$ cat src/logic/host_port_pkg.sv
// ==========================================================================
// Shared constants and types for both ends of the parallel host port.
// ==========================================================================
package host_port_pkg;

	// ======================================================================
	// Pin and data widths.
	// ======================================================================
	localparam int DATA_W = 16; // Full width of the host data bus.
	localparam int NARROW_W = 8; // Width used in 8-bit port mode.
	localparam int SYNC_STAGES = 2; // Flip-flops in each input synchroniser.

	// ======================================================================
	// Timing counts, in cycles of the 200 MHz clock.
	// ======================================================================
	localparam int CLOCK_MHZ = 200; // Core clock rate.
	localparam int ACCESS_NS = 20; // Least time the device is busy per access.
	localparam int ACCESS_CYCLES = (ACCESS_NS * CLOCK_MHZ + 999) / 1000;
	localparam int STROBE_CYCLES = 6; // Host strobe low time; beats sync lag.
	localparam int ADDR_CYCLES = 6; // Host address strobe low time.
	localparam logic [3:0] ACCESS_COUNT = 4'(ACCESS_CYCLES);
	localparam logic [3:0] STROBE_COUNT = 4'(STROBE_CYCLES);
	localparam logic [3:0] ADDR_COUNT = 4'(ADDR_CYCLES);

	// ======================================================================
	// Host controller register map on AXI4-Lite.
	// ======================================================================
	localparam logic [7:0] CONTROL_OFFSET = 8'h00; // Start and options.
	localparam logic [7:0] ADDRESS_OFFSET = 8'h04; // Address phase value.
	localparam logic [7:0] WDATA_OFFSET = 8'h08; // Data to write.
	localparam logic [7:0] STATUS_OFFSET = 8'h0C; // Busy, done, pin levels.
	localparam logic [7:0] RDATA_OFFSET = 8'h10; // Data read back.
	localparam int CTRL_START = 0; // Write 1 to start one transfer.
	localparam int CTRL_WRITE = 1; // 1 writes to the device, 0 reads.
	localparam int CTRL_ADDR = 2; // 1 runs an address strobe phase first.
	localparam int CTRL_SEL_LO = 3; // Two access-select bits at 4:3.
	localparam int CTRL_HALF = 5; // Byte-half select.
	localparam logic [1:0] AXI_OKAY = 2'h0; // Normal response.
	localparam logic [1:0] AXI_SLVERR = 2'h2; // Unmapped address.

	// Host controller sequence.
	typedef enum logic [2:0] {
		host_idle,
		host_addr,
		host_gap,
		host_wait_ready,
		host_strobe,
		host_finish
	} host_state_type;

endpackage

$ cat src/logic/host_port_if.sv
`timescale 1ns/100ps
// ==========================================================================
// Pin bundle between host controller and device port. Each driver of a shared
// pin (data, ready, interrupt) has an output enable; the bench resolves the *_bus wires from them.
// ==========================================================================
interface host_port_if;
	import host_port_pkg::*;
	logic host_select_n; // Chip select, low during an access.
	logic data_strobe_a_n; // First data strobe.
	logic data_strobe_b_n; // Second data strobe.
	logic addr_strobe_n; // Address latch strobe.
	logic read_not_write; // High reads, low writes.
	logic access_select_0; // Register select, low bit.
	logic access_select_1; // Register select, high bit.
	logic byte_half_select; // First or second byte.
	logic [DATA_W-1:0] host_data; // Host data drive.
	logic host_data_oe; // Host drives the data bus.
	logic [DATA_W-1:0] dev_data; // Device data drive.
	logic dev_data_oe; // Device drives the data bus.
	logic port_ready_out; // Device ready drive.
	logic ready_oe; // Device drives ready.
	logic host_irq_n; // Device interrupt drive.
	logic irq_oe; // Device drives interrupt.
	logic [DATA_W-1:0] data_bus; // Resolved data level.
	logic ready_bus; // Resolved ready level.
	logic irq_bus; // Resolved interrupt level.

	modport host (
		output host_select_n, data_strobe_a_n, data_strobe_b_n,
		output addr_strobe_n, read_not_write, access_select_0,
		output access_select_1, byte_half_select, host_data, host_data_oe,
		input data_bus, ready_bus, irq_bus
	);
	modport device (
		input host_select_n, data_strobe_a_n, data_strobe_b_n,
		input addr_strobe_n, read_not_write, access_select_0,
		input access_select_1, byte_half_select, data_bus,
		output dev_data, dev_data_oe, port_ready_out, ready_oe,
		output host_irq_n, irq_oe
	);
endinterface

$ cat src/logic/host_port_host.sv
`timescale 1ns/100ps
// ==========================================================================
// Host end: an AXI4-Lite register slave that runs one port transfer at a
// time on the parallel pins.
// ==========================================================================
module host_port_host
	import host_port_pkg::*;
(
	input wire logic aclk,
	input wire logic aresetn,
	host_port_if.host pins,
	input wire logic [7:0] s_axi_awaddr,
	input wire logic s_axi_awvalid,
	output logic s_axi_awready,
	input wire logic [31:0] s_axi_wdata,
	input wire logic [3:0] s_axi_wstrb,
	input wire logic s_axi_wvalid,
	output logic s_axi_wready,
	output logic [1:0] s_axi_bresp,
	output logic s_axi_bvalid,
	input wire logic s_axi_bready,
	input wire logic [7:0] s_axi_araddr,
	input wire logic s_axi_arvalid,
	output logic s_axi_arready,
	output logic [31:0] s_axi_rdata,
	output logic [1:0] s_axi_rresp,
	output logic s_axi_rvalid,
	input wire logic s_axi_rready
);

	// ======================================================================
	// Registers.
	// ======================================================================
	logic [5:0] control; // Options and start bit, kept as written.
	logic [DATA_W-1:0] address; // Address for the address phase.
	logic [DATA_W-1:0] wdata; // Data to write.
	logic [DATA_W-1:0] rdata; // Data last read.
	logic done; // Sticky: transfer finished; cleared by a new start.
	host_state_type state; // Transfer sequencer state.
	logic [3:0] count; // Phase timer.
	logic wr_take; // Write address and data both taken now.
	logic start; // Software asked for a transfer.

	assign wr_take = s_axi_awvalid && s_axi_wvalid && !s_axi_bvalid &&
		!s_axi_awready;
	assign start = wr_take && s_axi_awaddr == CONTROL_OFFSET &&
		s_axi_wstrb[0] && s_axi_wdata[CTRL_START];

	// Write channel: address and data taken together, then a response.
	always_ff @(posedge aclk) begin
		if (!aresetn) begin
			s_axi_awready <= 1'b0;
			s_axi_wready <= 1'b0;
			s_axi_bvalid <= 1'b0;
			s_axi_bresp <= AXI_OKAY;
			control <= '0;
			address <= '0;
			wdata <= '0;
		end else begin
			s_axi_awready <= wr_take;
			s_axi_wready <= wr_take;
			if (wr_take) begin
				s_axi_bvalid <= 1'b1;
				s_axi_bresp <= AXI_OKAY;
				unique case (s_axi_awaddr)
					CONTROL_OFFSET: begin
						if (state == host_idle) begin
							control <= s_axi_wdata[5:0];
						end
					end
					ADDRESS_OFFSET: address <= s_axi_wdata[DATA_W-1:0];
					WDATA_OFFSET: wdata <= s_axi_wdata[DATA_W-1:0];
					default: s_axi_bresp <= AXI_SLVERR;
				endcase
			end else if (s_axi_bready) begin
				s_axi_bvalid <= 1'b0;
			end
		end
	end

	// Read channel: one-cycle address accept, data on the same edge as arready.
	always_ff @(posedge aclk) begin
		if (!aresetn) begin
			s_axi_arready <= 1'b0;
			s_axi_rvalid <= 1'b0;
			s_axi_rdata <= '0;
			s_axi_rresp <= AXI_OKAY;
		end else begin
			s_axi_arready <= s_axi_arvalid && !s_axi_rvalid &&
				!s_axi_arready;
			if (s_axi_arvalid && !s_axi_rvalid && !s_axi_arready) begin
				s_axi_rvalid <= 1'b1;
				s_axi_rresp <= AXI_OKAY;
				unique case (s_axi_araddr)
					CONTROL_OFFSET: s_axi_rdata <= {26'h0, control};
					ADDRESS_OFFSET: s_axi_rdata <= {16'h0, address};
					WDATA_OFFSET: s_axi_rdata <= {16'h0, wdata};
					STATUS_OFFSET: s_axi_rdata <= {28'h0, pins.irq_bus,
						pins.ready_bus, done, state != host_idle};
					RDATA_OFFSET: s_axi_rdata <= {16'h0, rdata};
					default: begin
						s_axi_rdata <= 32'h0;
						s_axi_rresp <= AXI_SLVERR;
					end
				endcase
			end else if (s_axi_rready) begin
				s_axi_rvalid <= 1'b0;
			end
		end
	end

	// ======================================================================
	// Pin sequencer.
	// ======================================================================
	// Select is held low from the register phase to the end of the strobe,
	// and the strobe waits for ready, so a busy device is never pushed.
	always_ff @(posedge aclk) begin
		if (!aresetn) begin
			state <= host_idle;
			count <= 4'h0;
			done <= 1'b0;
			rdata <= '0;
			pins.host_select_n <= 1'b1;
			pins.data_strobe_a_n <= 1'b1;
			pins.data_strobe_b_n <= 1'b1;
			pins.addr_strobe_n <= 1'b1;
			pins.read_not_write <= 1'b1;
			pins.access_select_0 <= 1'b0;
			pins.access_select_1 <= 1'b0;
			pins.byte_half_select <= 1'b0;
			pins.host_data <= '0;
			pins.host_data_oe <= 1'b0;
		end else begin
			unique case (state)
				host_idle: begin
					if (start) begin
						done <= 1'b0;
						pins.host_select_n <= 1'b0;
						pins.read_not_write <= !s_axi_wdata[CTRL_WRITE];
						pins.access_select_0 <= s_axi_wdata[CTRL_SEL_LO];
						pins.access_select_1 <= s_axi_wdata[CTRL_SEL_LO+1];
						pins.byte_half_select <= s_axi_wdata[CTRL_HALF];
						if (s_axi_wdata[CTRL_ADDR]) begin
							pins.host_data <= address;
							pins.host_data_oe <= 1'b1;
							pins.addr_strobe_n <= 1'b0;
							count <= ADDR_COUNT;
							state <= host_addr;
						end else begin
							state <= host_wait_ready;
						end
					end
				end
				host_addr: begin
					count <= count - 4'h1;
					if (count == 4'h1) begin
						pins.addr_strobe_n <= 1'b1;
						pins.host_data_oe <= 1'b0;
						state <= host_gap;
					end
				end
				host_gap: begin
					state <= host_wait_ready;
				end
				host_wait_ready: begin
					if (pins.ready_bus) begin
						pins.data_strobe_a_n <= 1'b0;
						pins.host_data <= wdata;
						pins.host_data_oe <= control[CTRL_WRITE];
						count <= STROBE_COUNT;
						state <= host_strobe;
					end
				end
				host_strobe: begin
					count <= count - 4'h1;
					if (count == 4'h1) begin
						if (!control[CTRL_WRITE]) begin
							rdata <= pins.data_bus;
						end
						pins.data_strobe_a_n <= 1'b1;
						pins.host_select_n <= 1'b1;
						pins.host_data_oe <= 1'b0;
						state <= host_finish;
					end
				end
				host_finish: begin
					done <= 1'b1;
					state <= host_idle;
				end
			endcase
		end
	end

endmodule // host_port_host

$ cat src/flat_wrapper.sv
// flat-port wrapper written by rule: the top's interface ports become plain ports
module host_port_host_flat import host_port_pkg::*;
  (aclk, aresetn, s_axi_awaddr, s_axi_awvalid, s_axi_awready, s_axi_wdata, s_axi_wstrb, s_axi_wvalid, s_axi_wready, s_axi_bresp, s_axi_bvalid, s_axi_bready, s_axi_araddr, s_axi_arvalid, s_axi_arready, s_axi_rdata, s_axi_rresp, s_axi_rvalid, s_axi_rready, pins_host_select_n, pins_data_strobe_a_n, pins_data_strobe_b_n, pins_addr_strobe_n, pins_read_not_write, pins_access_select_0, pins_access_select_1, pins_byte_half_select, pins_host_data, pins_host_data_oe, pins_data_bus, pins_ready_bus, pins_irq_bus);
  host_port_if pins_i ();
  input wire logic aclk;
  input wire logic aresetn;
  input wire logic [7:0] s_axi_awaddr;
  input wire logic s_axi_awvalid;
  output logic s_axi_awready;
  input wire logic [31:0] s_axi_wdata;
  input wire logic [3:0] s_axi_wstrb;
  input wire logic s_axi_wvalid;
  output logic s_axi_wready;
  output logic [1:0] s_axi_bresp;
  output logic s_axi_bvalid;
  input wire logic s_axi_bready;
  input wire logic [7:0] s_axi_araddr;
  input wire logic s_axi_arvalid;
  output logic s_axi_arready;
  output logic [31:0] s_axi_rdata;
  output logic [1:0] s_axi_rresp;
  output logic s_axi_rvalid;
  input wire logic s_axi_rready;
  output wire logic [$bits(pins_i.host_select_n)-1:0] pins_host_select_n;
  output wire logic [$bits(pins_i.data_strobe_a_n)-1:0] pins_data_strobe_a_n;
  output wire logic [$bits(pins_i.data_strobe_b_n)-1:0] pins_data_strobe_b_n;
  output wire logic [$bits(pins_i.addr_strobe_n)-1:0] pins_addr_strobe_n;
  output wire logic [$bits(pins_i.read_not_write)-1:0] pins_read_not_write;
  output wire logic [$bits(pins_i.access_select_0)-1:0] pins_access_select_0;
  output wire logic [$bits(pins_i.access_select_1)-1:0] pins_access_select_1;
  output wire logic [$bits(pins_i.byte_half_select)-1:0] pins_byte_half_select;
  output wire logic [$bits(pins_i.host_data)-1:0] pins_host_data;
  output wire logic [$bits(pins_i.host_data_oe)-1:0] pins_host_data_oe;
  input wire logic [$bits(pins_i.data_bus)-1:0] pins_data_bus;
  input wire logic [$bits(pins_i.ready_bus)-1:0] pins_ready_bus;
  input wire logic [$bits(pins_i.irq_bus)-1:0] pins_irq_bus;
  assign pins_host_select_n = pins_i.host_select_n;
  assign pins_data_strobe_a_n = pins_i.data_strobe_a_n;
  assign pins_data_strobe_b_n = pins_i.data_strobe_b_n;
  assign pins_addr_strobe_n = pins_i.addr_strobe_n;
  assign pins_read_not_write = pins_i.read_not_write;
  assign pins_access_select_0 = pins_i.access_select_0;
  assign pins_access_select_1 = pins_i.access_select_1;
  assign pins_byte_half_select = pins_i.byte_half_select;
  assign pins_host_data = pins_i.host_data;
  assign pins_host_data_oe = pins_i.host_data_oe;
  assign pins_i.data_bus = pins_data_bus;
  assign pins_i.ready_bus = pins_ready_bus;
  assign pins_i.irq_bus = pins_irq_bus;
  host_port_host u_core (.aclk(aclk), .aresetn(aresetn), .pins(pins_i), .s_axi_awaddr(s_axi_awaddr), .s_axi_awvalid(s_axi_awvalid), .s_axi_awready(s_axi_awready), .s_axi_wdata(s_axi_wdata), .s_axi_wstrb(s_axi_wstrb), .s_axi_wvalid(s_axi_wvalid), .s_axi_wready(s_axi_wready), .s_axi_bresp(s_axi_bresp), .s_axi_bvalid(s_axi_bvalid), .s_axi_bready(s_axi_bready), .s_axi_araddr(s_axi_araddr), .s_axi_arvalid(s_axi_arvalid), .s_axi_arready(s_axi_arready), .s_axi_rdata(s_axi_rdata), .s_axi_rresp(s_axi_rresp), .s_axi_rvalid(s_axi_rvalid), .s_axi_rready(s_axi_rready));
endmodule
$ cat config.mk
export PLATFORM = sky130hd
export DESIGN_NAME = host_port_host_flat
export DESIGN_NICKNAME = d
export VERILOG_FILES = /design/src/logic/host_port_pkg.sv /design/src/logic/host_port_if.sv /design/src/logic/host_port_host.sv /design/src/flat_wrapper.sv
export SDC_FILE = /design/constraint.sdc
export NUM_CORES = 1
export LEC_CHECK = 0
export BUFFER_PORTS_ARGS = -buffer_cell sky130_fd_sc_hd__buf_4
export CAP_MARGIN = 20
export CORE_UTILIZATION = 47
export DETAILED_ROUTE_END_ITERATION = 12
export GPL_ROUTABILITY_DRIVEN = 0
export PLACE_DENSITY = 0.82
export SYNTH_ARGS = -nofsm -noshare
export SYNTH_HDL_FRONTEND = slang
export SYNTH_SLANG_ARGS = --single-unit
$ cat constraint.sdc
create_clock -name aclk -period 1.95 [get_ports aclk]
set_input_delay 0.2925 -clock aclk [delete_from_list [all_inputs] [get_ports aclk]]
set_output_delay 0.2925 -clock aclk [all_outputs]
set_load 0.05 [all_outputs]
==> flow_metrics.py <==
metrics = {
    "logic_synthesis": {
        "synth_cells": 559,
        "netlist.area_leader.share_pct": 42.3,
        "synthFlopType": "dfxtp_1",
        "synthMuxAreaShare_pct": 18.0,
        "yosys_register_bits": 108,
        "synth_xor_area_share_pct": 0.171,
        "synth_top_family_by_area": "simple AND/OR/NAND/NOR gates",
        "synth.distinct_cells": 57,
        "synthAdderAreaFrac_pct": 0.490,
        "synth_edf_count": 0,
        "synth-seq-area-share_pct": 42.3,
        "synth.area.top_cells": "dfxtp_1, mux2i_1, nor2_1",
        "synthArstFlopShare_pct": 0,
        "synthTopCellsByCount": "dfxtp_1, mux2i_1, nor2_1, nand2_1, a21oi_1",
        "synth.cell_area_um2": 5110,
        "yosys_warnings": 0,
        "avgSynthCellArea_um2": 9.14,
        "synthSimpleGateAreaFrac_pct": 20.8,
        "synth_compound_area_share_pct": 11.2,
        "yosysTopAreaCell": "dfxtp_1",
        "synth_most_common_cell": "dfxtp_1",
    },
    "setup_path": {
        "r2r_start": "u_core.count[1]",
        "start_kind": "flip-flop",
        "reg2reg_slack_ns": 0.11,
        "critical_path_class": "flip-flop to flip-flop",
        "crit_fanout": 16,
        "critPathArrivalTime_ns": 2.11,
        "worstSetupEndpoint": "u_core.rdata[2]",
        "worstSetupStartpoint": "u_core.count[1]",
        "cp-end-kind": "flip-flop",
        "r2r-end": "u_core.rdata[2]",
        "rr_worst_depth": 7,
        "cp_data_required_time_ns": 2.22,
        "cpMaxStageDelayCell": "or3b_1",
        "cp_slowest_stage_delay_ns": 0.42,
        "worstPathCellList": "inv_1, ha_1, or3b_1, nor3_4, buf_12, mux2i_2, nor2_1",
    },
    "sta": {
        "setup_viol_count_final": 0,
        "setup_tns_ns": 0,
        "period_minus_slack_ns": 1.84,
        "finalCritPeriodShare_pct": 94.4,
        "worst_slack_ns": 0.109,
        "rsz0062_at_grt": "false",
        "final-hold-violation-count": 0,
        "clock.fmax_ghz": 0.543,
        "drv_slew": 0,
        "fin_skew_ns": 0.00889,
    },
    "route": {
        "drtIter0Drc": 340,
        "firstDrtPassIters": 5,
        "ant_nets": 0,
        "drt-total-wl_mm": 12.7,
        "wire_per_inst_um": 16.0,
        "viasPerCell": 5.50,
        "dr_total_vias": 4360,
        "drc": 0,
    },
    "clocking": {
        "cts-root-buf": "clkbuf_8",
        "clkTransAtPathRegs_ns": 0.10,
        "htreeDepth": 3,
        "cts_buffer_depth": 2,
        "tritoncts": "done",
        "numCtsBuffers": 9,
        "cts_hold_buf": 0,
        "post_cts_buffers": 0,
        "clock-sinks": 108,
        "post_cts_resized": 0,
        "clock_latency_ns": 0.38,
    },
    "pwr": {
        "sw_frac_of_total_pct": 29.3,
        "switchingPower_w": 0.00139,
        "p_per_area_nw_per_um2": 768,
        "comb_power_share_pct": 18.3,
        "seqPwrFrac_pct": 49.1,
        "totalPowerFinal_w": 0.00475,
        "internal-power_w": 0.00335,
        "p_clk_share_pct": 32.6,
        "power.leakage_nw": 2.74,
        "vdd_drop_max_mv": 0.422,
    },
    "placement": {
        "dpl.hpwl_mm": 9.02,
        "placed_cell_area_um2": 5950,
        "port_buffers": 104,
        "dp_slack_ns": 0.102,
    },
    "floorplanning": {
        "die_x_um": 106,
        "core_area_um2": 10400,
        "die-height_um": 106,
        "dieArea_um2": 11300,
        "start_util_pct": 49.0,
        "fp-row-count": 37,
        "io_pins": 143,
    },
    "run_status": {
        "outcome": "complete, no violations",
    },
    "cells_and_area": {
        "finalInstanceArea_um2": 6180,
        "antenna_cells": 0,
        "syn_to_final_growth_pct": 21.0,
        "drive_gt1_share_pct": 26.5,
        "fin_nets": 731,
    },
    "grt": {
        "grt_usage_pct": 22.8,
        "grt_max_degree": 35,
        "grt.overflow.total": 0,
        "antenna_found_initial": 0,
        "first_global_vias": 4203,
        "grt_pass1_wl_mm": 20.3,
    },
    "min_path": {
        "hold_path_class": "input port to flip-flop",
    },
    "run": {
        "max_cap_violations": 0,
    },
}
[registers in the layout, indices dropped and copies added, names as in the netlist, 3 cells and up]
name                   flops
u_core.rdata              16
u_core.pins.host_data     16
u_core.s_axi_rdata        16
u_core.control             6
u_core.state               3
u_core.count               4
u_core.wdata              16
u_core.address            16
[worst max-delay path: cells and delay by family, from the launching register on]
kind,cells,cell delay [ns]
AND/OR/NAND/NOR,3,0.72
flip-flops,1,0.33
buffers and inverters,2,0.28
multiplexers,1,0.24
adder cells (fa/ha/maj),1,0.16
[through the flow]
step | cells | hold WS [ns] | utilization, %
after floorplan | 576 | 0.422 | -
after global placement | 777 | 0.441 | 57.1
after detailed placement | 777 | 0.444 | 57.1
after CTS | 793 | 0.130 | 59.3
after global routing | 793 | 0.135 | 59.3
final | 793 | 0.141 | 59.3
[per-layer routing]
metal	vias to the layer above	global-route usage, %	share of wire [%]
met5	-	0	0
met2	173	36.4	47
met1	2065	28.8	44
li1	2094	-	-
met4	0	10.7	2.7
met3	28	5.82	6.6
[power groups by stage]
stage          combinational, W  clock [W]  sequential, W
6_report               0.000871    0.00155        0.00233
5_1_grt                0.000951    0.00165        0.00234
4_1_cts                0.000859    0.00157        0.00233
3_5_place_dp           0.000855          0        0.00238
3_3_place_gp           0.000827          0        0.00237
2_1_floorplan          0.000556          0        0.00241
[layout make-up]
cell class / instances / area (um2)
Tap cell: 136 / 170
Clock inverter: 5 / 82.6
Multi-Input combinational cell: 405 / 2660
Inverter: 6 / 22.5
Fill cell: 873 / 4240
Sequential cell: 108 / 2160
Clock buffer: 11 / 141
Timing Repair Buffer: 122 / 941
[worst min-delay path by stage]
stage | startpoint | end | slack, ns | depth (start not counted)
final | s_axi_wdata[9] | u_core.address[9] | 0.14 | 3
after global routing | pins_data_bus[7] | u_core.rdata[7] | 0.13 | 3
after CTS | s_axi_wdata[9] | u_core.address[9] | 0.13 | 3
after detailed placement | u_core.s_axi_rdata[8] | u_core.s_axi_rdata[8] | 0.44 | 2
after global placement | u_core.pins.data_strobe_a_n | u_core.pins.data_strobe_a_n | 0.44 | 1
after floorplan | s_axi_wdata[1] | u_core.pins.read_not_write | 0.42 | 1
[logic make-up after synthesis]
kind of cell    Yosys count
simple gates            198
flops                   108
compound gates           99
mux                      86
buf+inv                  63
fa+ha+maj                 2
other cells               2
xor+xnor                  1
[cells in the final DEF, fill, tap and decap left out, types with 3 or more instances in the layout]
cell type,instances
nor3b_1,3
dfxtp_1,107
a21oi_1,40
nor3_1,5
nand3b_1,22
nand3_1,18
and2_1,11
inv_1,5
nand2_1,49
buf_4,120
a2bb2oi_1,4
conb_1,19
or3_1,3
mux4_2,3
mux2_2,16
a31oi_1,5
nor2_1,59
mux2i_1,66
o21ai_0,35
nor2b_1,7
clkbuf_8,10
Power figures use the tool's default switching activity.
